## src/rtl/tdc_defines.vh

```
// Constants for the time-of-day counter: offsets, fields, reset values
// Operation
// Start request raises run status within two source cycles
// Stop request clears run status within three source cycles
// Software waits for status before other accesses
// Time and setup registers written only while stopped
// Stopped only when request and status both zero
// Software writes control two last before start
// Compare registers written only while not busy
// Busy flag high while time data is rewritten
// Periodic event sets the interrupt request flag
// Software may double-read time until values match
// Software reads several time registers back to back
// Time fields laid out as tens and units
// Seconds carry through minutes, hours, weekday, afternoon
// Count source synchronised to meet start and stop bounds
`ifndef TDC_DEFINES_VH
`define TDC_DEFINES_VH

`define TDC_ADR_SEC 8'h00
`define TDC_ADR_MIN 8'h04
`define TDC_ADR_HR 8'h08
`define TDC_ADR_WK 8'h0C
`define TDC_ADR_CTL1 8'h10
`define TDC_ADR_CTL2 8'h14
`define TDC_ADR_CSS 8'h18
`define TDC_ADR_CSEC 8'h1C
`define TDC_ADR_CMIN 8'h20
`define TDC_ADR_CHR 8'h24
`define TDC_ADR_IRQ 8'h28
`define TDC_ADR_MASK 8'h2C

`define TDC_CTL1_RUN 0
`define TDC_CTL1_STAT 1
`define TDC_CTL1_H24 2
`define TDC_CTL1_PM 3
`define TDC_SEC_BUSY 7
`define TDC_CTL2_CMPEN 2
`define TDC_IRQ_PER 0
`define TDC_IRQ_CMP 1

`define TDC_CSS_RESET 5'h0F
`define TDC_HR_RESET 6'h12
`define TDC_WK_LAST 3'h6

`endif

```

## src/rtl/tdc_sync.v

```verilog
// Two-stage synchroniser for a level from outside the clock domain
`timescale 1ns/1ns
module tdc_sync (
  input wire clk, // System clock
  input wire rst, // Synchronous reset
  input wire d, // Asynchronous level
  output wire q // Synchronised level
);
  reg s1_ff;
  reg s2_ff;
  always @(posedge clk) begin
    if (rst) begin
      s1_ff <= 1'b0;
      s2_ff <= 1'b0;
    end else begin
      s1_ff <= d;
      s2_ff <= s1_ff;
    end
  end
  assign q = s2_ff;
endmodule

```

## src/rtl/tdc_top.v

```verilog
// Time-of-day counter with Wishbone register slave and interrupt
//
// The Wishbone register port and the address map were decided locally.
`timescale 1ns/1ns
`include "tdc_defines.vh"
module tdc_top #(
  parameter PRESC_W = 32
) (
  input wire SYS_CLK, // System clock
  input wire RST, // Synchronous reset, active high
  input wire CNT_SRC, // Count source pin
  input wire WB_CYC_I, // Bus cycle
  input wire WB_STB_I, // Strobe
  input wire WB_WE_I, // Write enable
  input wire [7:0] WB_ADR_I, // Byte address
  input wire [3:0] WB_SEL_I, // Byte selects
  input wire [31:0] WB_DAT_I, // Write data
  output wire [31:0] WB_DAT_O, // Read data
  output wire WB_ACK_O, // Acknowledge
  output wire IRQ // Level interrupt
);
  reg ack_ff;
  reg [31:0] rdat_ff;
  reg cs_prev_ff;
  reg run_req_ff;
  reg run_stat_ff;
  reg h24_ff;
  reg pm_ff;
  reg [3:0] sec_u_ff;
  reg [2:0] sec_t_ff;
  reg [3:0] min_u_ff;
  reg [2:0] min_t_ff;
  reg [3:0] hr_u_ff;
  reg [1:0] hr_t_ff;
  reg [2:0] wk_ff;
  reg [1:0] per_sel_ff;
  reg cmp_en_ff;
  reg [4:0] css_ff;
  reg [6:0] csec_ff;
  reg [6:0] cmin_ff;
  reg [5:0] chr_ff;
  reg [1:0] irq_st_ff;
  reg [1:0] irq_mask_ff;
  reg busy_ff;
  reg [PRESC_W-1:0] presc_ff;
  wire cs_sync;
  wire cs_tick;
  wire acc;
  wire wr;
  wire rd;
  wire stopped;
  wire sec_tick;
  wire [PRESC_W-1:0] presc_top;
  reg [3:0] nxt_sec_u;
  reg [2:0] nxt_sec_t;
  reg [3:0] nxt_min_u;
  reg [2:0] nxt_min_t;
  reg [3:0] nxt_hr_u;
  reg [1:0] nxt_hr_t;
  reg [2:0] nxt_wk;
  reg nxt_pm;
  reg c_min;
  reg c_hr;
  reg c_day;
  reg per_evt;
  reg cmp_evt;
  reg [31:0] nxt_rdat;

  tdc_sync u_cs_sync (
    .clk(SYS_CLK),
    .rst(RST),
    .d(CNT_SRC),
    .q(cs_sync)
  );

  // One pulse per rising edge of the count source
  assign cs_tick = cs_sync & ~cs_prev_ff;
  assign acc = WB_CYC_I & WB_STB_I & ~ack_ff;
  assign wr = acc & WB_WE_I & WB_SEL_I[0];
  assign rd = acc & ~WB_WE_I;
  assign stopped = ~run_req_ff & ~run_stat_ff;
  assign presc_top = {{(PRESC_W-1){1'b0}}, 1'b1} << css_ff;
  assign sec_tick = cs_tick & run_stat_ff &
    (presc_ff == presc_top - {{(PRESC_W-1){1'b0}}, 1'b1});
  assign WB_ACK_O = ack_ff;
  assign WB_DAT_O = rdat_ff;
  assign IRQ = |(irq_st_ff & irq_mask_ff);

  // Carry chain for one second step
  always @* begin
    nxt_sec_u = sec_u_ff + 4'h1;
    nxt_sec_t = sec_t_ff;
    nxt_min_u = min_u_ff;
    nxt_min_t = min_t_ff;
    nxt_hr_u = hr_u_ff;
    nxt_hr_t = hr_t_ff;
    nxt_wk = wk_ff;
    nxt_pm = pm_ff;
    c_min = 1'b0;
    c_hr = 1'b0;
    c_day = 1'b0;
    if (sec_u_ff == 4'h9) begin
      nxt_sec_u = 4'h0;
      nxt_sec_t = sec_t_ff + 3'h1;
      if (sec_t_ff == 3'h5) begin
        nxt_sec_t = 3'h0;
        c_min = 1'b1;
      end
    end
    if (c_min) begin
      nxt_min_u = min_u_ff + 4'h1;
      if (min_u_ff == 4'h9) begin
        nxt_min_u = 4'h0;
        nxt_min_t = min_t_ff + 3'h1;
        if (min_t_ff == 3'h5) begin
          nxt_min_t = 3'h0;
          c_hr = 1'b1;
        end
      end
    end
    if (c_hr) begin
      nxt_hr_u = hr_u_ff + 4'h1;
      if (hr_u_ff == 4'h9) begin
        nxt_hr_u = 4'h0;
        nxt_hr_t = hr_t_ff + 2'h1;
      end
      if (h24_ff) begin
        if (hr_t_ff == 2'h2 && hr_u_ff == 4'h3) begin
          nxt_hr_t = 2'h0;
          nxt_hr_u = 4'h0;
          c_day = 1'b1;
        end
      end else begin
        if (hr_t_ff == 2'h1 && hr_u_ff == 4'h1) begin
          nxt_pm = ~pm_ff;
          c_day = pm_ff;
        end
        if (hr_t_ff == 2'h1 && hr_u_ff == 4'h2) begin
          nxt_hr_t = 2'h0;
          nxt_hr_u = 4'h1;
        end
      end
    end
    if (c_day) begin
      nxt_wk = (wk_ff == `TDC_WK_LAST) ? 3'h0 : wk_ff + 3'h1;
    end
    case (per_sel_ff)
      2'h0: per_evt = 1'b1;
      2'h1: per_evt = c_min;
      2'h2: per_evt = c_hr;
      2'h3: per_evt = c_day;
      default: per_evt = 1'b0;
    endcase
    cmp_evt = cmp_en_ff && {nxt_sec_t, nxt_sec_u} == csec_ff &&
      {nxt_min_t, nxt_min_u} == cmin_ff &&
      {nxt_hr_t, nxt_hr_u} == chr_ff;
  end

  // Register read mux
  always @* begin
    nxt_rdat = 32'h0000_0000;
    case (WB_ADR_I)
      `TDC_ADR_SEC: nxt_rdat[7:0] = {busy_ff, sec_t_ff, sec_u_ff};
      `TDC_ADR_MIN: nxt_rdat[6:0] = {min_t_ff, min_u_ff};
      `TDC_ADR_HR: nxt_rdat[5:0] = {hr_t_ff, hr_u_ff};
      `TDC_ADR_WK: nxt_rdat[2:0] = wk_ff;
      `TDC_ADR_CTL1: nxt_rdat[3:0] = {pm_ff, h24_ff, run_stat_ff,
        run_req_ff};
      `TDC_ADR_CTL2: nxt_rdat[2:0] = {cmp_en_ff, per_sel_ff};
      `TDC_ADR_CSS: nxt_rdat[4:0] = css_ff;
      `TDC_ADR_CSEC: nxt_rdat[6:0] = csec_ff;
      `TDC_ADR_CMIN: nxt_rdat[6:0] = cmin_ff;
      `TDC_ADR_CHR: nxt_rdat[5:0] = chr_ff;
      `TDC_ADR_IRQ: nxt_rdat[1:0] = irq_st_ff;
      `TDC_ADR_MASK: nxt_rdat[1:0] = irq_mask_ff;
      default: nxt_rdat = 32'h0000_0000;
    endcase
  end

  always @(posedge SYS_CLK) begin
    if (RST) begin
      ack_ff <= 1'b0;
      rdat_ff <= 32'h0000_0000;
      cs_prev_ff <= 1'b0;
      run_req_ff <= 1'b0;
      run_stat_ff <= 1'b0;
      h24_ff <= 1'b0;
      pm_ff <= 1'b0;
      sec_u_ff <= 4'h0;
      sec_t_ff <= 3'h0;
      min_u_ff <= 4'h0;
      min_t_ff <= 3'h0;
      hr_u_ff <= 4'h2;
      hr_t_ff <= 2'h1;
      wk_ff <= 3'h0;
      per_sel_ff <= 2'h0;
      cmp_en_ff <= 1'b0;
      css_ff <= `TDC_CSS_RESET;
      csec_ff <= 7'h00;
      cmin_ff <= 7'h00;
      chr_ff <= 6'h00;
      irq_st_ff <= 2'h0;
      irq_mask_ff <= 2'h0;
      busy_ff <= 1'b0;
      presc_ff <= {PRESC_W{1'b0}};
    end else begin
      ack_ff <= acc;
      rdat_ff <= rd ? nxt_rdat : 32'h0000_0000;
      cs_prev_ff <= cs_sync;
      // Status follows request on the next count-source rising edge
      if (cs_tick) begin
        run_stat_ff <= run_req_ff;
      end
      if (!run_stat_ff) begin
        presc_ff <= {PRESC_W{1'b0}};
      end else if (cs_tick) begin
        if (sec_tick) begin
          presc_ff <= {PRESC_W{1'b0}};
        end else begin
          presc_ff <= presc_ff + {{(PRESC_W-1){1'b0}}, 1'b1};
        end
      end
      // Busy for one cycle, then time data rewritten
      busy_ff <= sec_tick;
      if (busy_ff) begin
        sec_u_ff <= nxt_sec_u;
        sec_t_ff <= nxt_sec_t;
        min_u_ff <= nxt_min_u;
        min_t_ff <= nxt_min_t;
        hr_u_ff <= nxt_hr_u;
        hr_t_ff <= nxt_hr_t;
        wk_ff <= nxt_wk;
        pm_ff <= nxt_pm;
      end
      // Read clears status; a same-cycle event wins
      if (rd && WB_ADR_I == `TDC_ADR_IRQ) begin
        irq_st_ff <= 2'h0;
      end
      if (busy_ff && per_evt) begin
        irq_st_ff[`TDC_IRQ_PER] <= 1'b1;
      end
      if (busy_ff && cmp_evt) begin
        irq_st_ff[`TDC_IRQ_CMP] <= 1'b1;
      end
      if (wr) begin
        case (WB_ADR_I)
          `TDC_ADR_CTL1: begin
            run_req_ff <= WB_DAT_I[`TDC_CTL1_RUN];
            if (stopped) begin
              h24_ff <= WB_DAT_I[`TDC_CTL1_H24];
              pm_ff <= WB_DAT_I[`TDC_CTL1_PM];
            end
          end
          `TDC_ADR_SEC: if (stopped) begin
            sec_u_ff <= WB_DAT_I[3:0];
            sec_t_ff <= WB_DAT_I[6:4];
          end
          `TDC_ADR_MIN: if (stopped) begin
            min_u_ff <= WB_DAT_I[3:0];
            min_t_ff <= WB_DAT_I[6:4];
          end
          `TDC_ADR_HR: if (stopped) begin
            hr_u_ff <= WB_DAT_I[3:0];
            hr_t_ff <= WB_DAT_I[5:4];
          end
          `TDC_ADR_WK: if (stopped) begin
            wk_ff <= WB_DAT_I[2:0];
          end
          `TDC_ADR_CTL2: if (stopped) begin
            per_sel_ff <= WB_DAT_I[1:0];
            cmp_en_ff <= WB_DAT_I[`TDC_CTL2_CMPEN];
          end
          `TDC_ADR_CSS: if (stopped) begin
            css_ff <= WB_DAT_I[4:0];
          end
          `TDC_ADR_CSEC: if (!busy_ff) begin
            csec_ff <= WB_DAT_I[6:0];
          end
          `TDC_ADR_CMIN: if (!busy_ff) begin
            cmin_ff <= WB_DAT_I[6:0];
          end
          `TDC_ADR_CHR: if (!busy_ff) begin
            chr_ff <= WB_DAT_I[5:0];
          end
          `TDC_ADR_MASK: irq_mask_ff <= WB_DAT_I[1:0];
          default: ;
        endcase
      end
    end
  end
endmodule

```

## config.mk

```make
export PLATFORM = sky130hd
export DESIGN_NAME = tdc_top
export DESIGN_NICKNAME = d
export VERILOG_FILES = /design/src/rtl/tdc_sync.v /design/src/rtl/tdc_top.v
export VERILOG_INCLUDE_DIRS = /design/src /design/src/rtl
export SDC_FILE = /design/constraint.sdc
export NUM_CORES = 1
export LEC_CHECK = 0
export ABC_AREA = 0
export BUFFER_PORTS_ARGS = -buffer_cell sky130_fd_sc_hd__clkbuf_2
export CORE_ASPECT_RATIO = 0.7
export CORE_MARGIN = 2
export CORE_UTILIZATION = 30
export CTS_CLUSTER_DIAMETER = 40
export CTS_CLUSTER_SIZE = 28
export DETAILED_ROUTE_END_ITERATION = 10
export GPL_TIMING_DRIVEN = 0
export PLACE_DENSITY = 0.46
export RECOVER_POWER = 100
export SYNTH_ARGS = -nofsm -noshare
export SYNTH_HDL_FRONTEND = slang
export SYNTH_HIERARCHICAL = 1
export SYNTH_SLANG_ARGS = --single-unit
```

## constraint.sdc

```tcl
create_clock -name SYS_CLK -period 7.3 [get_ports SYS_CLK]
set_input_delay 1.46 -clock SYS_CLK [delete_from_list [all_inputs] [get_ports SYS_CLK]]
set_output_delay 1.46 -clock SYS_CLK [all_outputs]
set_load 0.02 [all_outputs]
```

==> results.py, run 1 <==
metrics = {
    "drt": {
        "route.vias.total": 7556,
        "drt_iter0_markers": 881,
        "drt-pass1-iter-count": 7,
        "wl_per_cell_um": 20.1,
        "routed_wl_mm": 27.2,
        "ant_nets": 0,
        "drcViolationCount": 0,
        "via_per_inst": 5.58,
    },
    "worst_setup_path": {
        "rr_worst_depth": 14,
        "r2r_slack_ns": 1.73,
        "endpoint": "presc_ff[13]",
        "slowest_stage": "nor4_1",
        "worst_ep_arrival_time_ns": 5.80,
        "path_cells": "clkbuf_1 > nor4_1 > nand2_1 > ha_1 > clkbuf_1 > clkbuf_1 > nor4b_1 > a21oi_1 > o32ai_1 > xnor2_1 > nand3_2 > o41ai_1 > clkbuf_1 > nor2_1",
        "critPathKind": "flop to flop",
        "critPathMaxFanout": 10,
        "timing.rr.end": "presc_ff[13]",
        "start_kind": "flop",
        "cp-end-kind": "flop",
        "critical_path_required_ns": 7.53,
        "crit_family": "simple AND/OR/NAND/NOR gates",
        "startpoint": "css_ff[4]",
        "critPathBufInv": 4,
        "max_stage_delay_ns": 1.19,
        "cp.depth": 14,
        "worst_path_most_repeated_cell": "clkbuf_1",
        "r2r-start": "css_ff[4]",
    },
    "synth": {
        "yosysSeqAreaShare_pct": 28.6,
        "synth.area.top_cells": "dfxtp_1 (29%), nor2_1 (6.4%), nand3_1 (4.1%), a21oi_1 (3.9%), nand2_1 (3.8%)",
        "synth_edf_count": 0,
        "synth_seq_cells": 104,
        "synth_top_family_by_area": "simple AND/OR/NAND/NOR gates",
        "synth_xor_area_share_pct": 7.79,
        "synthArstFlopShare_pct": 0,
        "synth_compound_area_share_pct": 20.8,
        "synth-simple-area-share_pct": 30.3,
        "synth_area_mm2": 0.00728,
        "yosysTopAreaCell": "dfxtp_1",
        "netlist-cell-type-count": 82,
        "synthCells": 970,
        "yosysTopAreaCellShare_pct": 28.6,
        "yosys.area_share.adder_pct": 0.859,
        "muxShareOfSynthArea_pct": 3.37,
        "ys_dominant_reg_cell": "dfxtp_1",
        "yosysWarnings": 6,
        "avgSynthCellArea_um2": 7.50,
    },
    "floorplan": {
        "die_h_um": 134,
        "ioPinCount": 84,
        "die_x_um": 190,
        "initial_core_util_pct": 30.6,
        "core_region_area_mm2": 0.0238,
        "rows": 47,
        "dieArea_mm2": 0.0255,
    },
    "global_route": {
        "grt_pass1_wl_mm": 41.6,
        "grt_use_total_pct": 21.4,
        "grt_pass1_vias": 6698,
        "antenna_found_initial": 0,
        "grt-ovfl-total": 0,
        "grt_max_degree": 19,
    },
    "timing": {
        "max_freq_mhz": 180,
        "setup_viol": 0,
        "setup_tns_ns": 0,
        "finalHoldViolCount": 0,
        "rsz0062_at_grt": "no",
        "finalClockSkew_ns": 0.00655,
        "drv_slew": 10,
        "slew_headroom_pct": -3.29,
        "fin_crit_sh_pct": 76.2,
        "period_minus_slack_ns": 5.57,
        "tightest_slew_ns": 1.54,
        "fin_hold_ws_ns": 0.448,
    },
    "pwr": {
        "p_per_area_mw_per_mm2": 137,
        "power_mw": 1.11,
        "leakage_nw": 2.74,
        "ir_worst_vdd_mv": 0.0993,
    },
    "clocking": {
        "clock_path_buffers": 2,
        "cts_tree": "done",
        "numClockSinks": 104,
        "cts_resized": 0,
        "numCtsBuffers": 9,
        "postCtsHoldBufs": 0,
        "htree_levels": 3,
        "clk_pin_slew_ns": 0.08,
        "clk_latency_ns": 0.36,
        "post-cts-setup-buffers": 0,
        "clockRootBuffer": "clkbuf_16",
    },
    "layout": {
        "num_antenna_cells": 0,
        "drive_gt1_share_pct": 8.50,
        "nets": 1086,
        "syn_to_final_growth_pct": 11.6,
        "fin_area_mm2": 0.00812,
    },
    "outcome": {
        "status": "complete, but fails checks",
        "violations": "max-capacitance violations, max-slew violations",
    },
    "placed_design": {
        "place_hpwl_mm": 20.7,
        "placed_cell_area_mm2": 0.00790,
        "portBuffers": 27,
        "gp_congestion": 0.972,
    },
    "run": {
        "cap_violations": 1,
    },
    "worst_hold_path": {
        "min_from": "u_cs_sync/s1_ff",
        "holdCritPathClass": "flop to flop",
    },
}
cell usage after synthesis (12+ instances only):
cell	number
a21oi_1	57
a22oi_1	15
dfxtp_1	104
xor2_1	31
inv_1	24
nand2b_1	14
nor2b_1	26
nand2_1	74
o21ai_0	35
mux2i_1	20
a211oi_1	23
nor3_1	27
buf_2	12
nor4_1	15
nand3_1	59
clkbuf_1	50
nand4_1	16
nor2_1	125
buf_4	27
xnor2_1	31
per-layer routing:
metal / wire length, um / global-route usage (%) / share of wire, % / vias up
met3: 2890 / 6.65 / 11 / 31
met4: 373 / 4.69 / 1.4 / 0
met1: 14400 / 35.3 / 53 / 3570
met2: 9510 / 25.3 / 35 / 378
met5: 0 / 0 / 0 / -
li1: - / - / - / 3577
area by class of cell:
class	instances	area, um2
plain buffers	96	485
clock buffers	9	225
clock inverters	6	51.3
fillers	2597	15600
inverters	24	90.1
multi-input cells	769	4670
flip-flops and latches	104	2080
well taps	318	398
repair buffers	27	120
layout by cell type (no fill, tap or decap), types with 7 or more instances in the layout:
cell / netlist / routed
nor3b_1: 7 / 7
mux2i_1: 20 / 20
a21oi_1: 57 / 57
clkbuf_1: 50 / 66
a211oi_1: 23 / 23
buf_4: 27 / 27
nor2b_1: 26 / 26
clkbuf_2: 2 / 17
and2_1: 8 / 7
nor4_1: 15 / 15
nand3b_1: 7 / 7
xnor2_1: 31 / 31
nand2b_1: 14 / 14
nand3_1: 59 / 59
nor3_1: 27 / 27
o21ai_0: 35 / 35
a31oi_1: 10 / 10
or3_1: 9 / 9
a221oi_1: 8 / 8
a22oi_1: 15 / 15
inv_1: 24 / 24
conb_1: 1 / 24
nand2_1: 74 / 74
nor2_1: 125 / 125
and3_1: 10 / 10
buf_2: 12 / 11
xor2_1: 31 / 31
nand4_1: 16 / 16
dfxtp_1: 104 / 104
clkbuf_16: 0 / 9
sequential cells by signal, indices dropped and copies added (netlist names), 3 cells and up:
register	flops
WB_DAT_O	8
chr_ff	6
cmin_ff	7
csec_ff	7
css_ff	5
hr_u_ff	4
min_t_ff	3
min_u_ff	4
presc_ff	32
sec_t_ff	3
sec_u_ff	4
wk_ff	3
power breakdown:
part	switching, mW	internal [mW]	total [mW]	leakage (nW)
clock network	0.244	0.236	0.480	0.139
registers	0.000436	0.568	0.568	0.838
logic	0.0450	0.0181	0.0631	1.77
how the worst min path moves through the flow:
stage          slack [ns]  cells past startpoint     endpoint
6_report             0.45                      1  u_cs_sync/q
5_1_grt              0.47                      1  u_cs_sync/q
4_1_cts              0.45                      1  u_cs_sync/q
3_5_place_dp         0.43                      1  u_cs_sync/q
3_3_place_gp         0.42                      1  u_cs_sync/q
2_1_floorplan        0.41                      1  u_cs_sync/q
per-stage QoR:
stage / util, % / setup slack (ns) / std cells
2_1_floorplan: - / 3.99 / 993
3_5_place_dp: 33.2 / 2.81 / 1338
5_1_grt: 34.2 / 1.37 / 1353
4_1_cts: 34.4 / 2.80 / 1353
3_3_place_gp: 33.2 / 2.68 / 1338
6_report: 34.2 / 1.73 / 1353
kinds of logic (layout without fill, tap and decap cells):
| logic type | after synthesis | count (layout) |
|---|---|---|
| flip-flops | 104 | 104 |
| AO/OA/AOI/OAI | 220 | 220 |
| buffers and inverters | 120 | 162 |
| multiplexers | 24 | 24 |
| XOR/XNOR | 63 | 63 |
| other | 1 | 24 |
| AND/OR/NAND/NOR | 433 | 433 |
| adder cells (fa/ha/maj) | 5 | 5 |
(Power assumes the default switching activity.)
==> run 2: changes to the inputs <==
PLACE_DENSITY = 0.47   (was 0.46)
clock period = 5 ns   (was 7.3 ns; I/O delays follow)
==> results.py, run 2 (synthesis results as in run 1) <==
metrics = {
    "timing": {
        "finalHoldViolCount": 0,
        "setup_viol": 0,
        "rsz0062_at_grt": "no",
        "tightest_slew_ns": 1.37,
        "period_minus_slack_ns": 4.76,
        "fin_crit_sh_pct": 95.2,
        "drv_slew": 0,
        "setup_tns_ns": 0,
        "setup_slack_ns": 0.240,
        "slew_headroom_pct": 7.66,
        "max_freq_mhz": 210,
        "finalClockSkew_ns": 0.00682,
    },
    "layout": {
        "drive_gt1_share_pct": 8.98,
        "nets": 1086,
        "largest_register": "presc_ff",
        "num_antenna_cells": 0,
        "final_cell_mix": "nor2_1 (125), dfxtp_1 (104), nand2_1 (74)",
        "syn_to_final_growth_pct": 12.3,
        "layout.cells.non_filler": 1354,
        "largest_reg_flops": 32,
        "layout_commonest_cell": "nor2_1",
        "fin_area_mm2": 0.00818,
    },
    "clocking": {
        "clock_path_buffers": 2,
        "cts_resized": 0,
        "post-cts-setup-buffers": 0,
        "cts_tree": "done",
        "htree_levels": 3,
        "numClockSinks": 104,
        "postCtsHoldBufs": 0,
        "clockRootBuffer": "clkbuf_16",
        "clk_pin_slew_ns": 0.08,
        "clk_latency_ns": 0.37,
        "numCtsBuffers": 9,
    },
    "floorplan": {
        "die_h_um": 134,
        "ioPinCount": 84,
        "dieArea_mm2": 0.0255,
        "initial_core_util_pct": 30.6,
        "die_x_um": 190,
        "rows": 47,
        "core_region_area_mm2": 0.0238,
    },
    "drt": {
        "drt-pass1-iter-count": 5,
        "route.vias.total": 7501,
        "ant_nets": 0,
        "routed_wl_mm": 27.2,
        "drt_iter0_markers": 817,
        "drcViolationCount": 0,
        "wl_per_cell_um": 20.1,
        "via_per_inst": 5.54,
    },
    "worst_setup_path": {
        "worst_path_most_repeated_cell": "clkbuf_1",
        "critPathKind": "flop to flop",
        "critPathBufInv": 4,
        "worst_ep_arrival_time_ns": 5.02,
        "path_cells": "buf_2 > nor4_1 > nand2_1 > ha_1 > clkbuf_1 > clkbuf_1 > nor4b_1 > a21oi_1 > o32ai_1 > xnor2_1 > nand3_2 > o41ai_4 > buf_6 > nor2_1",
        "start_kind": "flop",
        "critPathMaxFanout": 10,
        "critical_path_required_ns": 5.27,
        "slowest_stage": "nor4_1",
        "crit_family": "simple AND/OR/NAND/NOR gates",
        "max_stage_delay_ns": 1.09,
        "cp-end-kind": "flop",
    },
    "global_route": {
        "grt_use_total_pct": 21.6,
        "grt_max_degree": 19,
        "grt-ovfl-total": 0,
        "antenna_found_initial": 0,
        "grt_pass1_vias": 6627,
        "grt_pass1_wl_mm": 41.8,
    },
    "placed_design": {
        "portBuffers": 27,
        "place_inst": 1338,
        "place_hpwl_mm": 20.7,
        "pre_cts_ws_ns": 0.479,
        "gp_congestion": 0.933,
        "placed_cell_area_mm2": 0.00790,
    },
    "outcome": {
        "status": "complete, no violations",
    },
    "pwr": {
        "leakage_nw": 2.77,
        "power_mw": 1.65,
        "ir_worst_vdd_mv": 0.143,
        "p_per_area_mw_per_mm2": 202,
    },
    "worst_hold_path": {
        "holdCritPathClass": "flop to flop",
    },
    "run": {
        "cap_violations": 0,
    },
}
## run 2: stage by stage
| step | utilization [%] | hold slack, ns |
|---|---|---|
| global route | 34.4 | 0.471 |
| detailed placement | 33.2 | 0.431 |
| finish | 34.4 | 0.440 |
| CTS | 34.5 | 0.451 |
| global placement | 33.2 | 0.418 |
| floorplan | - | 0.414 |
## run 2: final cells by class
type | count | area (um2)
fill | 2595 | 15600
multi-input combinational | 769 | 4690
sequential | 104 | 2080
buffer | 96 | 509
tap | 318 | 398
clock buffer | 10 | 239
timing repair buffer | 27 | 119
inverter | 24 | 90.1
clock inverter | 6 | 51.3
## run 2: power by group
part           switching (mW)  internal, mW  total (mW)
combinational          0.0651        0.0264      0.0915
sequential           0.000616         0.829       0.829
clock                   0.371         0.361       0.732
## run 2: worst reg2reg max path, stage by stage (launching register included)
cell,delay (ns)
dfxtp_1,0.30
buf_2,0.16
nor4_1,1.10
nand2_1,0.14
ha_1,0.23
clkbuf_1,0.23
clkbuf_1,0.31
nor4b_1,0.31
a21oi_1,0.07
o32ai_1,0.61
xnor2_1,0.23
nand3_2,0.13
o41ai_4,0.57
buf_6,0.23
nor2_1,0.06
## run 2: final timing paths
path	startpoint	to	slack, ns	cells after the start
setup / recovery	css_ff[4]	presc_ff[12]	0.24	14
hold / removal	u_cs_sync/s1_ff	u_cs_sync/q	0.44	1
setup reg to reg	css_ff[4]	presc_ff[12]	0.24	14
hold reg to reg	u_cs_sync/s1_ff	u_cs_sync/q	0.44	1
## run 2: per-layer routing
layer	vias up	routed length, um	global-route usage, %	part of all wire (%)
li1	3578	-	-	-
met1	3542	14500	36.1	53
met2	356	9440	25.7	35
met3	25	2920	6.15	11
met4	0	341	4.35	1.3
met5	-	0	0	0
==> run 3: changes to the inputs <==
ABC_AREA = 1   (was 0)
TNS_END_PERCENT = 1   (was unset)
==> results.py, run 3 <==
metrics = {
    "worst_setup_path": {
        "critPathMaxFanout": 10,
        "start_kind": "flop",
        "rr_worst_depth": 14,
        "worst_ep_arrival_time_ns": 4.12,
        "critPathKind": "flop to flop",
        "critical_path_required_ns": 5.30,
        "cp-end-kind": "flop",
    },
    "pwr": {
        "leakage_nw": 3.58,
        "p_per_area_mw_per_mm2": 196,
        "ir_worst_vdd_mv": 0.148,
        "power_mw": 1.70,
    },
    "global_route": {
        "antenna_found_initial": 0,
        "grt_pass1_wl_mm": 43.5,
        "grt_pass1_vias": 7044,
        "grt_max_degree": 18,
        "grt_use_total_pct": 21.2,
        "grt-ovfl-total": 0,
    },
    "synth": {
        "synth_edf_count": 0,
        "yosysTopAreaCellShare_pct": 26.7,
        "yosysMostFrequentCell": "nand2_1",
        "synthCells": 1234,
        "synth_seq_cells": 104,
        "yosysSeqAreaShare_pct": 26.7,
        "synth_commonest_cells": "nand2_1 (261), inv_1 (168), nor2_1 (131)",
        "netlist-cell-type-count": 56,
        "avgSynthCellArea_um2": 6.31,
        "yosysWarnings": 6,
        "synth.area.top_cells": "dfxtp_1 (27%), nand2_1 (13%), inv_1 (8.1%), nor2_1 (6.3%), xor2_1 (5.5%)",
        "synthArstFlopShare_pct": 0,
        "yosysTopAreaCell": "dfxtp_1",
        "ys_dominant_reg_cell": "dfxtp_1",
        "synth_area_mm2": 0.00779,
    },
    "worst_hold_path": {
        "holdCritPathClass": "flop to flop",
        "hold_depth": 2,
    },
    "drt": {
        "drt-pass1-iter-count": 5,
        "drt_iter0_markers": 956,
        "routed_wl_mm": 28.5,
        "wl_met3_mm": 2.88,
        "route.vias.total": 8230,
        "drcViolationCount": 0,
        "wl_per_cell_um": 17.4,
        "met1_length_mm": 15.8,
        "via_per_inst": 5.04,
        "maxUsedRoutingLayer": "met4",
        "dr_wl_met2_mm": 9.42,
        "ant_nets": 0,
    },
    "layout": {
        "multi_input_area_mm2": 0.00470,
        "fillerInstances": 2839,
        "nets": 1353,
        "largest_reg_flops": 32,
        "drive_gt1_share_pct": 9.06,
        "ff_latch_area_mm2": 0.00208,
        "num_antenna_cells": 0,
        "layout_commonest_cell": "nand2_1",
        "syn_to_final_growth_pct": 11.2,
        "final_cell_mix": "nand2_1 (263), inv_1 (168), nor2_1 (148)",
        "largest_register": "presc_ff",
    },
    "timing": {
        "period_minus_slack_ns": 3.82,
        "setup_viol": 0,
        "finalHoldViolCount": 0,
        "drv_slew": 0,
        "slew_headroom_pct": 43.9,
        "max_freq_mhz": 262,
        "tightest_slew_ns": 0.841,
        "setup_tns_ns": 0,
        "fin_crit_sh_pct": 76.5,
        "finalClockSkew_ns": 0.00821,
        "rsz0062_at_grt": "no",
    },
    "clocking": {
        "htree_levels": 3,
        "clockRootBuffer": "clkbuf_16",
        "postCtsHoldBufs": 0,
        "post-cts-setup-buffers": 0,
        "cts_resized": 0,
        "numClockSinks": 104,
        "clk_latency_ns": 0.37,
        "numCtsBuffers": 9,
        "cts_tree": "done",
        "clock_path_buffers": 2,
        "clk_pin_slew_ns": 0.08,
    },
    "placed_design": {
        "place_hpwl_mm": 23.0,
        "portBuffers": 30,
        "gp_congestion": 0.985,
    },
    "floorplan": {
        "initial_core_util_pct": 30.5,
        "die_x_um": 197,
        "core_region_area_mm2": 0.0256,
        "ioPinCount": 84,
        "dieArea_mm2": 0.0273,
        "die_h_um": 139,
        "rows": 49,
    },
    "outcome": {
        "status": "complete, no violations",
    },
    "run": {
        "cap_violations": 0,
    },
}
## run 3: power by group
group          leakage [nW]  internal [mW]  switching [mW]
clock network         0.145          0.405           0.371
registers             0.838          0.829         0.00167
logic                  2.60         0.0277          0.0664
## run 3: kinds of logic after synthesis
logic type	Yosys count	share of synthesized area, %
buffers and inverters	235	13.2
flip-flops	104	26.7
AND/OR/NAND/NOR	609	36.2
multiplexers	1	0.129
adder cells (fa/ha/maj)	5	0.803
AO/OA/AOI/OAI	224	16.7
other	1	0.0482
XOR/XNOR	55	6.19
## run 3: cell type report
type	count	share of cell area, %
Multi-Input combinational cell	918	54.3
Sequential cell	104	24.0
Inverter	177	7.70
Tap cell	331	4.78
Buffer	58	4.10
Clock buffer	10	2.76
Timing Repair Buffer	30	1.57
Clock inverter	6	0.780
## run 3: path summary, 6_finish.rpt
path	slack, ns	to	startpoint
min	0.40	u_cs_sync/q	u_cs_sync/s1_ff
min reg2reg	0.40	u_cs_sync/q	u_cs_sync/s1_ff
max reg2reg	1.18	wk_ff[2]	sec_u_ff[0]
max	1.18	wk_ff[2]	sec_u_ff[0]
## run 3: per-stage QoR
| step | hold slack, ns | worst slack [ns] | cell area [um2] | instances | util (%) |
|---|---|---|---|---|---|
| global placement | 0.394 | 1.65 | 8440 | 1618 | 33.0 |
| global route | 0.442 | 0.899 | 8660 | 1634 | 33.9 |
| finish | 0.404 | 1.18 | 8660 | 1634 | 33.9 |
| CTS | 0.404 | 1.79 | 8740 | 1634 | 34.2 |
| floorplan | 0.388 | 2.41 | 7870 | 1257 | - |
| detailed placement | 0.394 | 1.60 | 8440 | 1618 | 33.0 |
## run 3: critical path, stage by stage, from the launching register on
cell and delay (ns):
dfxtp_1 0.31, clkbuf_1 0.38, nand3_1 0.17, nor3_1 0.43
nand3_1 0.27, inv_1 0.19, clkbuf_1 0.47, nand4_1 0.15
nor3_1 0.61, nand2_1 0.22, inv_1 0.12, nand2_1 0.07
o21ai_0 0.15, nand3_1 0.08, a21oi_1 0.12
## run 3: per-layer routing
layer  global-route usage (%)  up-vias
met5                        0        -
met4                     4.51        0
met3                     6.08       20
met2                     24.2      313
met1                     36.0     3761
li1                         -     4136
